$ cat config.mk
export PLATFORM = sky130hd
export DESIGN_NAME = sosc_standby_ctrl
export DESIGN_NICKNAME = d
export VERILOG_FILES = /design/src/sosc_pkg.sv /design/src/sosc_stab_counter.sv /design/src/sosc_standby_ctrl.sv
export SDC_FILE = /design/constraint.sdc
export NUM_CORES = 1
export LEC_CHECK = 0
export BUFFER_PORTS_ARGS = -buffer_cell sky130_fd_sc_hd__buf_4
export CORE_MARGIN = 3
export CORE_UTILIZATION = 45
export DETAILED_ROUTE_END_ITERATION = 7
export PLACE_DENSITY = 0.76
export SLEW_MARGIN = 20
export SYNTH_ARGS = -nofsm -noshare
export SYNTH_HDL_FRONTEND = slang
export SYNTH_SLANG_ARGS = --single-unit
export TNS_END_PERCENT = 20
$ cat constraint.sdc
create_clock -name clock_in -period 3.3 [get_ports clock_in]
set_input_delay 0.66 -clock clock_in [delete_from_list [all_inputs] [get_ports clock_in]]
set_output_delay 0.66 -clock clock_in [all_outputs]
set_load 0.03 [all_outputs]
$ cat src/sosc_pkg.sv
// Constants, register map and carrier types for the standby and oscillation stabilization controller.
// Assumes an APB master with 32-bit data and a CPU core that signals its standby instructions.
package sosc_pkg;
    localparam int CNT_W = 16;
    localparam int STAT_W = 5;
    localparam int SEL_W = 3;
    localparam logic [2:0] SEL_MAX = 3'h4;
    localparam logic [2:0] SEL_RESET = 3'h4;
    localparam int STAB_FIRST_LOG2_DEFAULT = 11;

    localparam int APB_AW = 8;
    localparam int APB_DW = 32;
    localparam logic [7:0] ADDR_CTRL = 8'h00;
    localparam logic [7:0] ADDR_SELECT = 8'h04;
    localparam logic [7:0] ADDR_STATUS = 8'h08;
    localparam logic [7:0] ADDR_MODE = 8'h0c;

    localparam int CTRL_LSO_RUN_BIT = 0;
    localparam logic CTRL_LSO_RUN_RESET = 1'b1;
    localparam int MODE_STOP_BIT = 0;
    localparam int MODE_HALT_BIT = 1;
    localparam int MODE_WAIT_BIT = 2;
    localparam int MODE_LSO_BIT = 3;
    localparam int MODE_MAIN_OSC_BIT = 4;
    localparam int MODE_SUB_OSC_BIT = 5;

    typedef enum logic [2:0] {
        ST_RUN,
        ST_HALT,
        ST_STOP,
        ST_WAIT,
        ST_HALT_WAIT
    } sosc_state_t;

    typedef struct packed {
        logic stop_instr;
        logic halt_instr;
        logic irq_pending;
        logic on_subclock;
    } sosc_core_t;

    typedef struct packed {
        logic [APB_AW-1:0] paddr;
        logic pwrite;
        logic [APB_DW-1:0] pwdata;
    } sosc_apb_req_t;
endpackage : sosc_pkg

$ cat src/sosc_stab_counter.sv
// Oscillation stabilization counter with its sticky threshold status bits.
// Assumes the controller pulses clear on STOP entry and raises enable only while the oscillator runs.
`timescale 1ns/1ps
`default_nettype none
module sosc_stab_counter #(
    parameter int unsigned FIRST_LOG2 = sosc_pkg::STAB_FIRST_LOG2_DEFAULT
) (
    input wire logic clock_in, // System clock.
    input wire logic rst_in, // Asynchronous reset, active high.
    input wire logic ce_in, // Clock enable.
    input wire logic clear_in, // Restart counting and clear status.
    input wire logic enable_in, // Oscillator running, count allowed.
    input wire logic [sosc_pkg::SEL_W-1:0] sel_in, // Selected wait index, already clamped.
    output logic [sosc_pkg::STAT_W-1:0] status_out, // Threshold status bits.
    output logic done_out // Selected wait has elapsed.
);
    import sosc_pkg::*;

    logic [CNT_W-1:0] cnt_reg;
    logic [CNT_W-1:0] cnt_next;
    logic [STAT_W-1:0] status_reg;
    logic [STAT_W-1:0] status_next;
    logic done;

    function automatic logic [CNT_W-1:0] thr(input logic [SEL_W-1:0] k);
        thr = CNT_W'(32'h1 << (FIRST_LOG2 + 32'(k)));
    endfunction : thr

    assign done = (cnt_reg >= thr(sel_in));

    always_comb begin
        cnt_next = cnt_reg;
        if (clear_in) begin
            cnt_next = '0;
        end else if (enable_in && !done) begin
            cnt_next = cnt_reg + CNT_W'(1);
        end
    end

    for (genvar k = 0; k < STAT_W; k++) begin : g_bit
        // A bit past the selected wait is masked by sel_in, so it stays clear even if the count passes its threshold.
        always_comb begin
            if (clear_in) begin
                status_next[k] = 1'b0;
            end else begin
                status_next[k] = status_reg[k] | ((cnt_reg >= thr(SEL_W'(k))) && (SEL_W'(k) <= sel_in));
            end
        end

        property p_mask_high;
            @(posedge clock_in) disable iff (rst_in)
            (ce_in && !clear_in && !status_reg[k] && (SEL_W'(k) > sel_in)) |=> !status_reg[k];
        endproperty
        a_mask_high: assert property (p_mask_high) else $error("status bit set beyond selected wait");
    end

    always_ff @(posedge clock_in or posedge rst_in) begin
        if (rst_in) begin
            cnt_reg <= '0;
            status_reg <= '0;
        end else if (ce_in) begin
            cnt_reg <= cnt_next;
            status_reg <= status_next;
        end
    end

    assign status_out = status_reg;
    assign done_out = done;

    property p_sticky;
        @(posedge clock_in) disable iff (rst_in)
        (ce_in && !clear_in) |=> ((status_reg & $past(status_reg)) == $past(status_reg));
    endproperty
    a_sticky: assert property (p_sticky) else $error("status bit dropped without clear");

    property p_in_order;
        @(posedge clock_in) disable iff (rst_in)
        ((status_reg & (status_reg + STAT_W'(1))) == '0);
    endproperty
    a_in_order: assert property (p_in_order) else $error("status bits not set from the shortest");

    property p_stop_at_limit;
        @(posedge clock_in) disable iff (rst_in)
        (done && !clear_in) |=> $stable(cnt_reg);
    endproperty
    a_stop_at_limit: assert property (p_stop_at_limit) else $error("counter ran past selected wait");

    property p_no_osc_no_count;
        @(posedge clock_in) disable iff (rst_in)
        (!enable_in && !clear_in) |=> $stable(cnt_reg);
    endproperty
    a_no_osc_no_count: assert property (p_no_osc_no_count) else $error("counted before oscillation");

    property p_clear;
        @(posedge clock_in) disable iff (rst_in)
        (ce_in && clear_in) |=> (cnt_reg == '0) && (status_reg == '0);
    endproperty
    a_clear: assert property (p_clear) else $error("stop entry did not restart counter");
endmodule : sosc_stab_counter
`default_nettype wire

$ cat src/sosc_standby_ctrl.sv
// Standby controller: RUN, HALT and STOP sequencing, stabilization wait and APB registers.
// Assumes core_in is synchronous to clock_in and that the APB master follows the usual two-phase protocol.
`timescale 1ns/1ps
`default_nettype none
module sosc_standby_ctrl #(
    parameter int unsigned STAB_FIRST_LOG2 = sosc_pkg::STAB_FIRST_LOG2_DEFAULT
) (
    input wire logic clock_in, // 20 MHz system clock.
    input wire logic rst_in, // Asynchronous reset, active high.
    input wire logic ce_in, // Clock enable, freezes all state when low.
    input wire sosc_pkg::sosc_core_t core_in, // Standby requests and status from the CPU core.
    input wire logic osc_started_in, // Crystal oscillation has started.
    input wire logic psel_in, // APB select.
    input wire logic penable_in, // APB enable.
    input wire sosc_pkg::sosc_apb_req_t apb_req_in, // APB address, direction and write data.
    output logic [sosc_pkg::APB_DW-1:0] prdata_out, // APB read data.
    output logic pready_out, // APB ready.
    output logic pslverr_out, // APB error on unmapped address.
    output logic cpu_clk_en_out, // CPU clock runs.
    output logic main_osc_en_out, // Main oscillator enable.
    output logic sub_osc_en_out, // Subsystem oscillator enable.
    output logic lso_en_out, // Internal low-speed oscillator enable.
    output logic stop_mode_out, // In STOP or its stabilization wait.
    output logic halt_mode_out // In HALT or the halt-style wait.
);
    import sosc_pkg::*;

    sosc_state_t state_reg;
    sosc_state_t state_next;
    logic lso_run_reg;
    logic lso_run_next;
    logic [SEL_W-1:0] sel_reg;
    logic [SEL_W-1:0] sel_next;
    logic lso_en_reg;
    logic lso_en_next;
    logic main_osc_reg;
    logic main_osc_next;
    logic [APB_DW-1:0] prdata_reg;
    logic [APB_DW-1:0] prdata_next;

    logic stab_clear;
    logic stab_enable;
    logic stab_done;
    logic [SEL_W-1:0] sel_eff;
    logic [STAT_W-1:0] stab_status;
    logic stop_ok;
    logic setup;
    logic access;
    logic mapped;
    logic [APB_DW-1:0] mode_word;

    // Selections beyond the longest threshold act as the longest one.
    assign sel_eff = (sel_reg > SEL_MAX) ? SEL_MAX : sel_reg;

    // STOP is refused while the CPU runs from the subsystem clock.
    assign stop_ok = core_in.stop_instr && !core_in.on_subclock;
    assign stab_clear = (state_reg == ST_RUN) && stop_ok;

    // The crystal wait starts only once oscillation is seen; in the halt-style wait the oscillator never stopped.
    assign stab_enable = ((state_reg == ST_WAIT) && osc_started_in) || (state_reg == ST_HALT_WAIT);

    sosc_stab_counter #(
        .FIRST_LOG2(STAB_FIRST_LOG2)
    ) u_counter (
        .clock_in(clock_in),
        .rst_in(rst_in),
        .ce_in(ce_in),
        .clear_in(stab_clear),
        .enable_in(stab_enable),
        .sel_in(sel_eff),
        .status_out(stab_status),
        .done_out(stab_done)
    );

    always_comb begin
        state_next = state_reg;
        case (state_reg)
            ST_RUN: begin
                if (stop_ok && core_in.irq_pending) begin
                    state_next = ST_HALT_WAIT;
                end else if (stop_ok) begin
                    state_next = ST_STOP;
                end else if (core_in.halt_instr) begin
                    state_next = ST_HALT;
                end
            end
            ST_HALT: begin
                if (core_in.irq_pending) begin
                    state_next = ST_RUN;
                end
            end
            ST_STOP: begin
                if (core_in.irq_pending) begin
                    state_next = ST_WAIT;
                end
            end
            ST_WAIT, ST_HALT_WAIT: begin
                if (stab_done) begin
                    state_next = ST_RUN;
                end
            end
            default: begin
                state_next = ST_RUN;
            end
        endcase
    end

    always_comb begin
        // The low-speed oscillator holds its state across STOP and its wait, whatever software asks.
        if ((state_reg == ST_STOP) || (state_reg == ST_WAIT)) begin
            lso_en_next = lso_en_reg;
        end else begin
            lso_en_next = lso_run_reg;
        end
        main_osc_next = (state_next != ST_STOP);
    end

    always_ff @(posedge clock_in or posedge rst_in) begin
        if (rst_in) begin
            state_reg <= ST_RUN;
            lso_en_reg <= CTRL_LSO_RUN_RESET;
            main_osc_reg <= 1'b1;
        end else if (ce_in) begin
            state_reg <= state_next;
            lso_en_reg <= lso_en_next;
            main_osc_reg <= main_osc_next;
        end
    end

    // APB slave: read data is latched in the setup cycle and the access completes in one cycle.
    assign setup = psel_in && !penable_in;
    assign access = psel_in && penable_in && ce_in;

    always_comb begin
        if (apb_req_in.paddr == ADDR_CTRL) begin
            mapped = 1'b1;
        end else if (apb_req_in.paddr == ADDR_SELECT) begin
            mapped = 1'b1;
        end else if (apb_req_in.paddr == ADDR_STATUS) begin
            mapped = 1'b1;
        end else if (apb_req_in.paddr == ADDR_MODE) begin
            mapped = 1'b1;
        end else begin
            mapped = 1'b0;
        end
    end

    always_comb begin
        mode_word = '0;
        mode_word[MODE_STOP_BIT] = stop_mode_out;
        mode_word[MODE_HALT_BIT] = halt_mode_out;
        mode_word[MODE_WAIT_BIT] = (state_reg == ST_WAIT) || (state_reg == ST_HALT_WAIT);
        mode_word[MODE_LSO_BIT] = lso_en_reg;
        mode_word[MODE_MAIN_OSC_BIT] = main_osc_reg;
        mode_word[MODE_SUB_OSC_BIT] = sub_osc_en_out;
    end

    always_comb begin
        prdata_next = prdata_reg;
        if (setup) begin
            if (apb_req_in.pwrite) begin
                prdata_next = '0;
            end else if (apb_req_in.paddr == ADDR_CTRL) begin
                prdata_next = APB_DW'(lso_run_reg) << CTRL_LSO_RUN_BIT;
            end else if (apb_req_in.paddr == ADDR_SELECT) begin
                prdata_next = APB_DW'(sel_reg);
            end else if (apb_req_in.paddr == ADDR_STATUS) begin
                prdata_next = APB_DW'(stab_status);
            end else if (apb_req_in.paddr == ADDR_MODE) begin
                prdata_next = mode_word;
            end else begin
                prdata_next = '0;
            end
        end
    end

    always_comb begin
        lso_run_next = lso_run_reg;
        sel_next = sel_reg;
        if (access && apb_req_in.pwrite) begin
            if (apb_req_in.paddr == ADDR_CTRL) begin
                lso_run_next = apb_req_in.pwdata[CTRL_LSO_RUN_BIT];
            end else if (apb_req_in.paddr == ADDR_SELECT) begin
                sel_next = apb_req_in.pwdata[SEL_W-1:0];
            end
        end
    end

    always_ff @(posedge clock_in or posedge rst_in) begin
        if (rst_in) begin
            lso_run_reg <= CTRL_LSO_RUN_RESET;
            sel_reg <= SEL_RESET;
            prdata_reg <= '0;
        end else if (ce_in) begin
            lso_run_reg <= lso_run_next;
            sel_reg <= sel_next;
            prdata_reg <= prdata_next;
        end
    end

    assign prdata_out = prdata_reg;
    assign pready_out = ce_in;
    assign pslverr_out = psel_in && penable_in && !mapped;

    assign cpu_clk_en_out = (state_reg == ST_RUN);
    assign main_osc_en_out = main_osc_reg;
    assign sub_osc_en_out = 1'b1;
    assign lso_en_out = lso_en_reg;
    assign stop_mode_out = (state_reg == ST_STOP) || (state_reg == ST_WAIT);
    assign halt_mode_out = (state_reg == ST_HALT) || (state_reg == ST_HALT_WAIT);

    property p_no_stop_on_sub;
        @(posedge clock_in) disable iff (rst_in)
        (ce_in && (state_reg == ST_RUN) && core_in.stop_instr && core_in.on_subclock && !core_in.halt_instr)
            |=> (state_reg == ST_RUN) && main_osc_en_out;
    endproperty
    a_no_stop_on_sub: assert property (p_no_stop_on_sub) else $error("STOP taken on subsystem clock");

    property p_halt_any_clock;
        @(posedge clock_in) disable iff (rst_in)
        (ce_in && (state_reg == ST_RUN) && core_in.halt_instr && !core_in.stop_instr)
            |=> halt_mode_out && !cpu_clk_en_out;
    endproperty
    a_halt_any_clock: assert property (p_halt_any_clock) else $error("HALT not entered");

    property p_sub_osc_on;
        @(posedge clock_in) disable iff (rst_in)
        sub_osc_en_out && mode_word[MODE_SUB_OSC_BIT];
    endproperty
    a_sub_osc_on: assert property (p_sub_osc_on) else $error("subsystem oscillator stopped");

    property p_pending_to_halt;
        @(posedge clock_in) disable iff (rst_in)
        (ce_in && (state_reg == ST_RUN) && stop_ok && core_in.irq_pending)
            |=> (state_reg == ST_HALT_WAIT) && main_osc_en_out;
    endproperty
    a_pending_to_halt: assert property (p_pending_to_halt) else $error("pending interrupt did not drop to HALT");

    property p_resume_after_wait;
        @(posedge clock_in) disable iff (rst_in)
        (ce_in && (state_reg == ST_HALT_WAIT) && stab_done) |=> cpu_clk_en_out;
    endproperty
    a_resume_after_wait: assert property (p_resume_after_wait) else $error("no resume after wait");

    property p_lso_hold;
        @(posedge clock_in) disable iff (rst_in)
        ((state_reg == ST_STOP) && $past(state_reg == ST_STOP)) |-> $stable(lso_en_out);
    endproperty
    a_lso_hold: assert property (p_lso_hold) else $error("low-speed oscillator changed in STOP");

    property p_wait_blocks_on_osc;
        @(posedge clock_in) disable iff (rst_in)
        ((state_reg == ST_WAIT) && !osc_started_in && !stab_done) |=> (state_reg == ST_WAIT);
    endproperty
    a_wait_blocks_on_osc: assert property (p_wait_blocks_on_osc) else $error("wait ended before oscillation");
endmodule : sosc_standby_ctrl
`default_nettype wire

==> metrics.yaml, run 1 <==
critical_path:
  r2r.worst_path.cells: 14
  path_max_fanout: 31
  timing.rr.end: "u_counter.cnt_reg[15]"
  critPathLaunchType: "register"
  rrSetupSlack_ns: 0.20
  cp-end-kind: "register"
  cp.required_ns: 3.53
  critical_path_class: "register to register"
  cp_data_arrival_time_ns: 3.33
  critical-path-top-delay-family: "simple AND/OR/NAND/NOR gates"
  crit_path_frequent_cell: "inv_1"
  cp_cell_sequence: "inv_1, o21ai_2, inv_1, ha_1, nor2b_4, and2_4, nand3b_1, ha_4, a21oi_2, o21ai_1, a211o_1, buf_12, or4_1, a21oi_1"
  cpPeakStageDelay_ns: 0.54
  path_buf_inv: 3
  cpMaxStageDelayCell: "dfstp_2"
  regToRegStartpoint: "sel_reg[2]"
global_route:
  antenna_found_initial: 0
  grt_pass1_vias: 2021
  track_usage_pct: 17.6
  use_met2_pct: 29.5
  met3_usage_pct: 3.66
  gr-max-usage-layer: "met2"
  grt_use_met1_pct: 22.5
  grt_pass1_wl_um: 9050
  grt_start_max_net_pins: 37
  overflow: 0
power:
  p_comb_share_pct: 21.3
  internal_power_uw: 798
  total_power_uw: 1180
  clockPowerShare_pct: 33.8
  p_per_area_nw_per_um2: 404
  sw_frac_of_total_pct: 32.1
  vdd_ir_drop_max_v: 0.000336
  share_seq_of_total_power_pct: 44.9
  p_switching_uw: 378
  p_leak_uw: 0.00133
routing:
  wire_per_inst_um: 13.9
  drc: 0
  drt_pre_antenna_iters: 4
  vias_per_cell: 5.57
  drt_wl_total_um: 5520
  drtIter0Drc: 93
  vias: 2218
  ant_nets: 0
sta:
  grt_setup_unrepaired: "no"
  skew_ns: 0.00817
  fmax_mhz: 322
  setup-violations-final: 0
  finalHoldViolCount: 0
  tns_ns: 0
  min_period_ns: 3.10
  slew_violations: 0
  finalCritPeriodShare_pct: 94.0
logic_synthesis:
  ys_ff_latch: 36
  synth_top_area_cell: "dfrtp_1"
  avgSynthCellArea_um2: 8.61
  yosysSeqAreaShare_pct: 35.9
  synth.most_common_cell: "dfrtp_1"
  synth-edff-count: 0
  yosys_warnings: 0
  syn_inst: 293
  async_flop_share_pct: 100
  synth_common_cells: "32 x dfrtp_1, 28 x buf_4, 27 x nand2_1"
  ys_top_cells_by_area: "dfrtp_1 32%, buf_4 8.3%, ha_1 5.5%"
  synth_area_um2: 2520
  synth_top_area_share_pct: 31.7
  yosys_most_used_dff: "dfrtp_1"
  ys_types: 44
cts:
  cts_buffer_depth: 2
  cts_buffers: 5
  cts_tree: "yes"
  clock_tree.root_cell: "clkbuf_8"
  clock_sinks: 36
  clkTransAtPathRegs_ns: 0.08
  h-tree-depth: 2
  cts_hold_buf: 0
  clock_latency_ns: 0.30
layout:
  largest_reg_flops: 16
  antennaDiodeCount: 0
  layout.nets: 389
  final_util_pct: 55.2
  syn_to_final_growth_pct: 15.4
  seq_area_um2: 906
  drive_gt1_share_pct: 21.6
  multi_input_area_um2: 1430
  num-fill-cells: 501
min_path:
  hp-class: "primary input to asynchronous set/reset pin"
floorplanning:
  initial_utilization_pct: 47.9
  fp.dieArea_um2: 6540
  io_pins: 91
  fp.dieH_um: 80.9
  rows: 26
  dieWidth_um: 80.9
  core-area_um2: 5270
placement:
  port_buffers: 34
  dpl.hpwl_um: 4050
  finalWeightedCongestion: 0.791
job:
  cap_violations: 0
run_status:
  outcome: "finished, final reports clean"
## metal layers
layer  share of wire [%]  up-vias
met5                   0        -
met4                 1.3        0
met3                 9.1        7
met2                  48       91
met1                  41     1037
li1                    -     1083
## cell families (layout without fill, tap and decap cells)
logic type | count (synthesis) | after routing | share of synthesized area (%)
simple gates | 107 | 107 | 22.4
other cells | 2 | 28 | 0.298
buf+inv | 53 | 62 | 12.6
flops | 36 | 36 | 35.9
xor+xnor | 1 | 1 | 0.347
fa+ha+maj | 11 | 11 | 5.46
mux | 9 | 9 | 3.77
compound gates | 74 | 74 | 19.2
## layout make-up
| type | instances | area share [%] |
|---|---|---|
| inverters | 11 | 1.42 |
| well taps | 70 | 3.01 |
| clock buffers | 5 | 2.36 |
| clock inverters | 3 | 1.46 |
| repair buffers | 43 | 11.5 |
| multi-input cells | 230 | 49.1 |
| flip-flops and latches | 36 | 31.1 |
## what timing repair did
item | in CTS | in global routing
resized for setup | 0 | 8
setup buffers | 0 | 0
endpoints found under the setup margin | 0 | 16
## metrics by stage
| step | area, um^2 | setup WS (ns) | hold WS (ns) | std cells |
|---|---|---|---|---|
| final | 2910 | 0.199 | 0.458 | 398 |
| after global routing | 2910 | 0.0251 | 0.497 | 398 |
| after CTS | 2880 | 0.0309 | 0.481 | 398 |
| after detailed placement | 2770 | 0.0482 | 0.474 | 390 |
| after global placement | 2770 | 0.138 | 0.465 | 390 |
| after floorplan | 2620 | 0.00368 | 0.453 | 319 |
## tightest hold or removal path, stage by stage
cell and delay, ns:
buf_4 0.11, inv_1 0.04, buf_4 0.39
## worst max path at each step
stage               startpoint               endpoint  slack (ns)  cells after the start
finish              sel_reg[2]  u_counter.cnt_reg[15]        0.20                     14
global route        sel_reg[2]  u_counter.cnt_reg[12]        0.03                     14
CTS                 sel_reg[2]  u_counter.cnt_reg[14]        0.03                     14
detailed placement  sel_reg[2]  u_counter.cnt_reg[15]        0.05                     14
global placement    sel_reg[2]   u_counter.cnt_reg[6]        0.14                     14
floorplan           sel_reg[0]  u_counter.cnt_reg[11]       0.004                     15
## cells in the final DEF, fill, tap and decap left out, types with 3 or more instances in the layout
cell type / instances
buf_4: 42
dfrtp_1: 32
conb_1: 28
nand2_1: 27
nor2_1: 19
o21ai_0: 19
a21oi_1: 17
inv_1: 11
ha_1: 10
nand3_1: 9
o31ai_1: 9
nand4_1: 8
or4_1: 8
o211ai_1: 6
or3_1: 6
nor3_1: 5
mux2i_1: 5
and3_1: 5
clkbuf_8: 5
nor4_1: 4
mux2_2: 4
nand2b_1: 4
o221ai_1: 4
a31oi_1: 4
dfstp_2: 4
nand3b_1: 3
## power by group through the flow
stage               logic, uW  clock network [uW]  registers, uW
finish                    251                 397            528
global route              283                 425            540
CTS                       252                 403            528
detailed placement        250                   0            536
global placement          244                   0            534
floorplan                 218                   0            523
(Power assumes the default switching activity.)
==> run 2, diff against run 1 <==
==> config.mk (replaced) <==
export PLATFORM = sky130hd
export DESIGN_NAME = sosc_standby_ctrl
export DESIGN_NICKNAME = d
export VERILOG_FILES = /design/src/sosc_pkg.sv /design/src/sosc_stab_counter.sv /design/src/sosc_standby_ctrl.sv
export SDC_FILE = /design/constraint.sdc
export NUM_CORES = 1
export LEC_CHECK = 0
export CORE_MARGIN = 3
export CORE_UTILIZATION = 65
export DETAILED_ROUTE_END_ITERATION = 7
export DONT_BUFFER_PORTS = 1
export PLACE_DENSITY = 0.81
export SLEW_MARGIN = 20
export SYNTH_ARGS = -nofsm -noshare
export SYNTH_HDL_FRONTEND = slang
export SYNTH_SLANG_ARGS = --single-unit
export TNS_END_PERCENT = 100
==> constraint.sdc (replaced) <==
create_clock -name clock_in -period 3.68 [get_ports clock_in]
set_input_delay 0.736 -clock clock_in [delete_from_list [all_inputs] [get_ports clock_in]]
set_output_delay 0.736 -clock clock_in [all_outputs]
set_load 0.03 [all_outputs]
==> run 2 against run 1 <==
  * Sequential cell count stayed put
  * Fmax down 5.9%
  * Routed wire length shrank 2.8%
  * Via count fell by 6.2%
  * Register-to-register slack better by 0.19 ns
  * Utilization is 16 points higher
  * Clock power rose by 24%
  * Critical endpoint is now u_counter.cnt_reg[13]
  * Largest cell class unchanged
==> metrics.yaml, run 2 (synthesized netlist as in run 1, its figures left out) <==
run_status:
  outcome: "finished, final reports clean"
placement:
  dpl.hpwl_um: 3930
  finalWeightedCongestion: 0.821
  port_buffers: 0
  place_ws_ns: 0.403
sta:
  finalHoldViolCount: 0
  fmax_mhz: 304
  min_period_ns: 3.29
  timing.final.ws_setup_ns: 0.386
  slew_violations: 0
  slew_headroom_pct: 62.2
  setup-violations-final: 0
  skew_ns: 0.00736
  grt_setup_unrepaired: "no"
  finalCritPeriodShare_pct: 89.5
  tns_ns: 0
  worstMarginPinSlew_ns: 0.565
critical_path:
  cp-end-kind: "register"
  cpMaxStageDelayCell: "dfstp_2"
  rrSetupSlack_ns: 0.39
  r2r.worst_path.cells: 14
  cp_cell_sequence: "inv_1, o21ai_0, inv_1, ha_1, nor2b_1, and2_1, nand3b_1, ha_1, a21oi_1, o21ai_1, a211o_1, buf_12, or4_1, a21oi_1"
  critPathLaunchType: "register"
  cp_data_arrival_time_ns: 3.52
  cp.required_ns: 3.90
  critical_path_class: "register to register"
  cpPeakStageDelay_ns: 0.53
  regToRegStartpoint: "sel_reg[2]"
  path_max_fanout: 24
  timing.rr.end: "u_counter.cnt_reg[13]"
floorplanning:
  fp.dieH_um: 68.3
  core-area_um2: 3690
  io_pins: 91
  initial_utilization_pct: 68.4
  fp.dieArea_um2: 4660
  rows: 22
  dieWidth_um: 68.3
cts:
  cts_buffer_depth: 2
  postCtsSetupRepairBufs: 0
  clkTransAtPathRegs_ns: 0.08
  cts_resized: 0
  cts_buffers: 5
  cts_tree: "yes"
  clock_tree.root_cell: "clkbuf_8"
  clock_latency_ns: 0.30
  cts_hold_buf: 0
  clock_sinks: 36
  h-tree-depth: 2
routing:
  drt_wl_total_um: 5370
  drc: 0
  vias: 2080
  wire_per_inst_um: 15.7
  vias_per_cell: 6.08
  ant_nets: 0
  drtIter0Drc: 123
  drt_pre_antenna_iters: 4
power:
  p_leak_uw: 0.00118
  clockPowerShare_pct: 42.3
  p_per_area_nw_per_um2: 442
  share_seq_of_total_power_pct: 40.9
  p_switching_uw: 329
  vdd_ir_drop_max_v: 0.000324
  p_comb_share_pct: 16.8
  internal_power_uw: 839
  sw_frac_of_total_pct: 28.2
global_route:
  overflow: 0
  grt_start_max_net_pins: 37
  track_usage_pct: 25.2
  antenna_found_initial: 0
  grt_pass1_vias: 1991
  grt_pass1_wl_um: 8940
layout:
  drive_gt1_share_pct: 10.5
  syn_to_final_growth_pct: 4.71
  antennaDiodeCount: 0
  layout.nets: 355
  layout_commonest_cell: "dfrtp_1"
  layout_common_cells: "32 x dfrtp_1, 28 x conb_1, 27 x nand2_1, 20 x o21ai_0"
  largest_reg_flops: 16
job:
  cap_violations: 0
min_path:
  hp-class: "primary input to asynchronous set/reset pin"
[run 2: cell type report]
type | instances | area [um^2]
Tap cell | 48 | 60.1
Timing Repair Buffer | 9 | 80.1
Fill cell | 300 | 1050
Sequential cell | 36 | 906
Multi-Input combinational cell | 230 | 1400
Clock inverter | 3 | 90.1
Clock buffer | 5 | 68.8
Inverter | 11 | 41.3
[run 2: critical path: cells and delay by family (launching register included)]
family                   cells  cell delay, ns
AO/OA/AOI/OAI                5            0.84
adder cells (fa/ha/maj)      2            0.57
buffers and inverters        3            0.31
flip-flops                   1            0.53
AND/OR/NAND/NOR              4            0.96
[run 2: stage by stage]
step | total power [uW] | cells | utilization (%) | cell area, um^2 | hold slack [ns]
2_1_floorplan | 665 | 319 | - | 2620 | 0.453
3_3_place_gp | 669 | 334 | 67.3 | 2480 | 0.477
3_5_place_dp | 675 | 334 | 67.3 | 2480 | 0.490
4_1_cts | 1170 | 342 | 71.6 | 2640 | 0.444
5_1_grt | 1220 | 342 | 71.6 | 2640 | 0.456
6_report | 1170 | 342 | 71.6 | 2640 | 0.422
[run 2: how the worst max path moves through the flow]
stage	from	endpoint	slack [ns]
6_report	sel_reg[2]	u_counter.cnt_reg[13]	0.39
5_1_grt	sel_reg[2]	u_counter.cnt_reg[13]	0.09
4_1_cts	sel_reg[2]	u_counter.cnt_reg[14]	0.38
3_5_place_dp	sel_reg[2]	u_counter.cnt_reg[14]	0.40
3_3_place_gp	sel_reg[2]	u_counter.cnt_reg[13]	0.44
2_1_floorplan	sel_reg[0]	u_counter.cnt_reg[11]	0.38
[run 2: per-layer routing]
metal,up-vias,GRT usage [%],wire [um]
met3,5,6.57,320
met1,993,30.8,2230
met4,0,4.71,40
met2,68,44.8,2770
li1,1014,-,-
met5,-,0,0
[run 2: power groups by stage]
stage	Clock, uW	Sequential (uW)	Combinational (uW)
final	494	477	196
after global routing	514	486	223
after CTS	495	475	196
after detailed placement	0	481	194
after global placement	0	480	189
after floorplan	0	469	195
==> run 3, diff against run 2 <==
==> constraint.sdc (replaced) <==
create_clock -name clock_in -period 3.68 [get_ports clock_in]
set_input_delay 0 -clock clock_in [delete_from_list [all_inputs] [get_ports clock_in]]
set_output_delay 0 -clock clock_in [all_outputs]
set_load 0.03 [all_outputs]
==> run 3 against run 2 <==
  * The flow now finishes with violations (negative hold slack)
  * First-iteration DRC count increased by 1.6%
  * Fmax decreased by 0.15%
  * Sequential cell count unchanged
  * Critical endpoint is now u_counter.cnt_reg[14]
  * Critical path type unchanged
==> metrics.yaml, run 3 (synthesized netlist as in run 1, its figures left out) <==
cts:
  clock_sinks: 36
  h-tree-depth: 2
  postCtsSetupRepairBufs: 0
  cts_tree: "yes"
  clock_latency_ns: 0.30
  clock_tree.root_cell: "clkbuf_8"
  clkTransAtPathRegs_ns: 0.08
  cts_buffer_depth: 2
  cts_buffers: 5
sta:
  min_period_ns: 3.30
  slew_violations: 0
  slew_headroom_pct: 50.4
  tns_ns: 0
  skew_ns: 0.0104
  finalCritPeriodShare_pct: 89.6
  worstMarginPinSlew_ns: 0.742
  fmax_mhz: 303
  timing.final.ws_setup_ns: 0.381
  hold-worst-slack_ns: -0.00904
  setup-violations-final: 0
  grt_setup_unrepaired: "no"
  finalHoldViolCount: 1
layout:
  layout.nets: 366
  num-fill-cells: 280
  final_util_pct: 74.6
  drive_gt1_share_pct: 10.2
  antennaDiodeCount: 0
  layout_commonest_cell: "dfrtp_1"
  layout_common_cells: "32 x dfrtp_1, 28 x conb_1, 27 x nand2_1, 20 x o21ai_0"
  largest_reg_flops: 16
  syn_to_final_growth_pct: 9.08
  fin_cells: 353
placement:
  port_buffers: 0
  placed_cells: 334
  finalWeightedCongestion: 0.823
  dpl.hpwl_um: 3900
  place_ws_ns: 0.403
floorplanning:
  io_pins: 91
  dieWidth_um: 68.3
  fp.dieArea_um2: 4660
  rows: 22
  initial_utilization_pct: 68.4
  core-area_um2: 3690
  fp.dieH_um: 68.3
global_route:
  antenna_found_initial: 0
  grt_pass1_wl_um: 9270
  grt_pass1_vias: 2141
  track_usage_pct: 26.2
  overflow: 0
  grt_start_max_net_pins: 37
routing:
  wire_per_inst_um: 16.1
  drtIter0Drc: 125
  drt_pre_antenna_iters: 4
  drc: 0
  ant_nets: 0
  drt_wl_total_um: 5690
  vias_per_cell: 6.18
  vias: 2182
min_path:
  hp-start: "ce_in"
  hp-class: "primary input to register"
critical_path:
  regToRegStartpoint: "sel_reg[2]"
  critPathLaunch: "sel_reg[2]"
  critPathCapture: "u_counter.cnt_reg[14]"
  r2r.worst_path.cells: 14
  path_max_fanout: 7
  cp.required_ns: 3.90
  cp-end-kind: "register"
  rrSetupSlack_ns: 0.38
  cp_data_arrival_time_ns: 3.52
  critical_path_class: "register to register"
  timing.rr.end: "u_counter.cnt_reg[14]"
  critPathLaunchType: "register"
run_status:
  outcome: "complete, but fails checks"
  violations: "negative hold slack"
job:
  cap_violations: 0
power:
  vdd_ir_drop_max_v: 0.000343
  p_per_area_nw_per_um2: 428
  p_leak_uw: 0.00123
[run 3: cell count changes in the layout (fill, tap and decap cells not counted), sizes merged]
cell,before,now
dlygate4sd3,0,11
[run 3: report_power, final]
| group | switching, uW | internal (uW) |
|---|---|---|
| clock | 150 | 339 |
| combinational | 139 | 74.5 |
| sequential | 45.2 | 432 |
[run 3: area by class of cell]
class / instances / area (um^2) / area share (%)
Tap cell: 48 / 60.1 / 2.18
Multi-Input combinational cell: 230 / 1400 / 50.7
Clock inverter: 3 / 90.1 / 3.27
Clock buffer: 5 / 68.8 / 2.50
Sequential cell: 36 / 906 / 32.9
Inverter: 11 / 41.3 / 1.50
Timing Repair Buffer: 20 / 190 / 6.91
[run 3: per-stage QoR]
stage               total power (uW)  hold WS, ns  instance area (um^2)
floorplan                        665        0.132                  2620
global placement                 669      0.00341                  2480
detailed placement               676      0.00347                  2480
CTS                             1180     0.000122                  2740
global route                    1230      0.00210                  2750
finish                          1180     -0.00904                  2750
[run 3: per-layer routing]
metal / up-vias / global-route usage, % / wire length, um
met5: - / 0 / 0
met4: 0 / 11.4 / 77
met3: 9 / 4.27 / 365
met2: 89 / 46.7 / 2950
met1: 1050 / 30.8 / 2300
li1: 1034 / - / -
[run 3: repair_timing]
item / 4_1_cts / 5_1_grt
hold endpoints to repair: 58 / 1
hold buffers: 10 / 1
gates resized for setup: 0 / 0
[run 3: worst min path at each step]
| stage | to | depth (start not counted) |
|---|---|---|
| after detailed placement | pready_out | 0 |
| after global routing | pready_out | 0 |
| final | state_reg[0] | 2 |
| after global placement | pready_out | 0 |
| after floorplan | pready_out | 1 |
| after CTS | lso_run_reg | 2 |
[run 3: worst max-delay path, cell delays in order (launching register included)]
cell	delay, ns
dfstp_2	0.53
inv_1	0.07
o21ai_0	0.12
inv_1	0.07
ha_1	0.28
nor2b_1	0.20
and2_1	0.18
nand3b_1	0.09
ha_1	0.29
a21oi_1	0.15
o21ai_1	0.09
a211o_1	0.32
buf_4	0.18
or4_1	0.51
a21oi_1	0.15
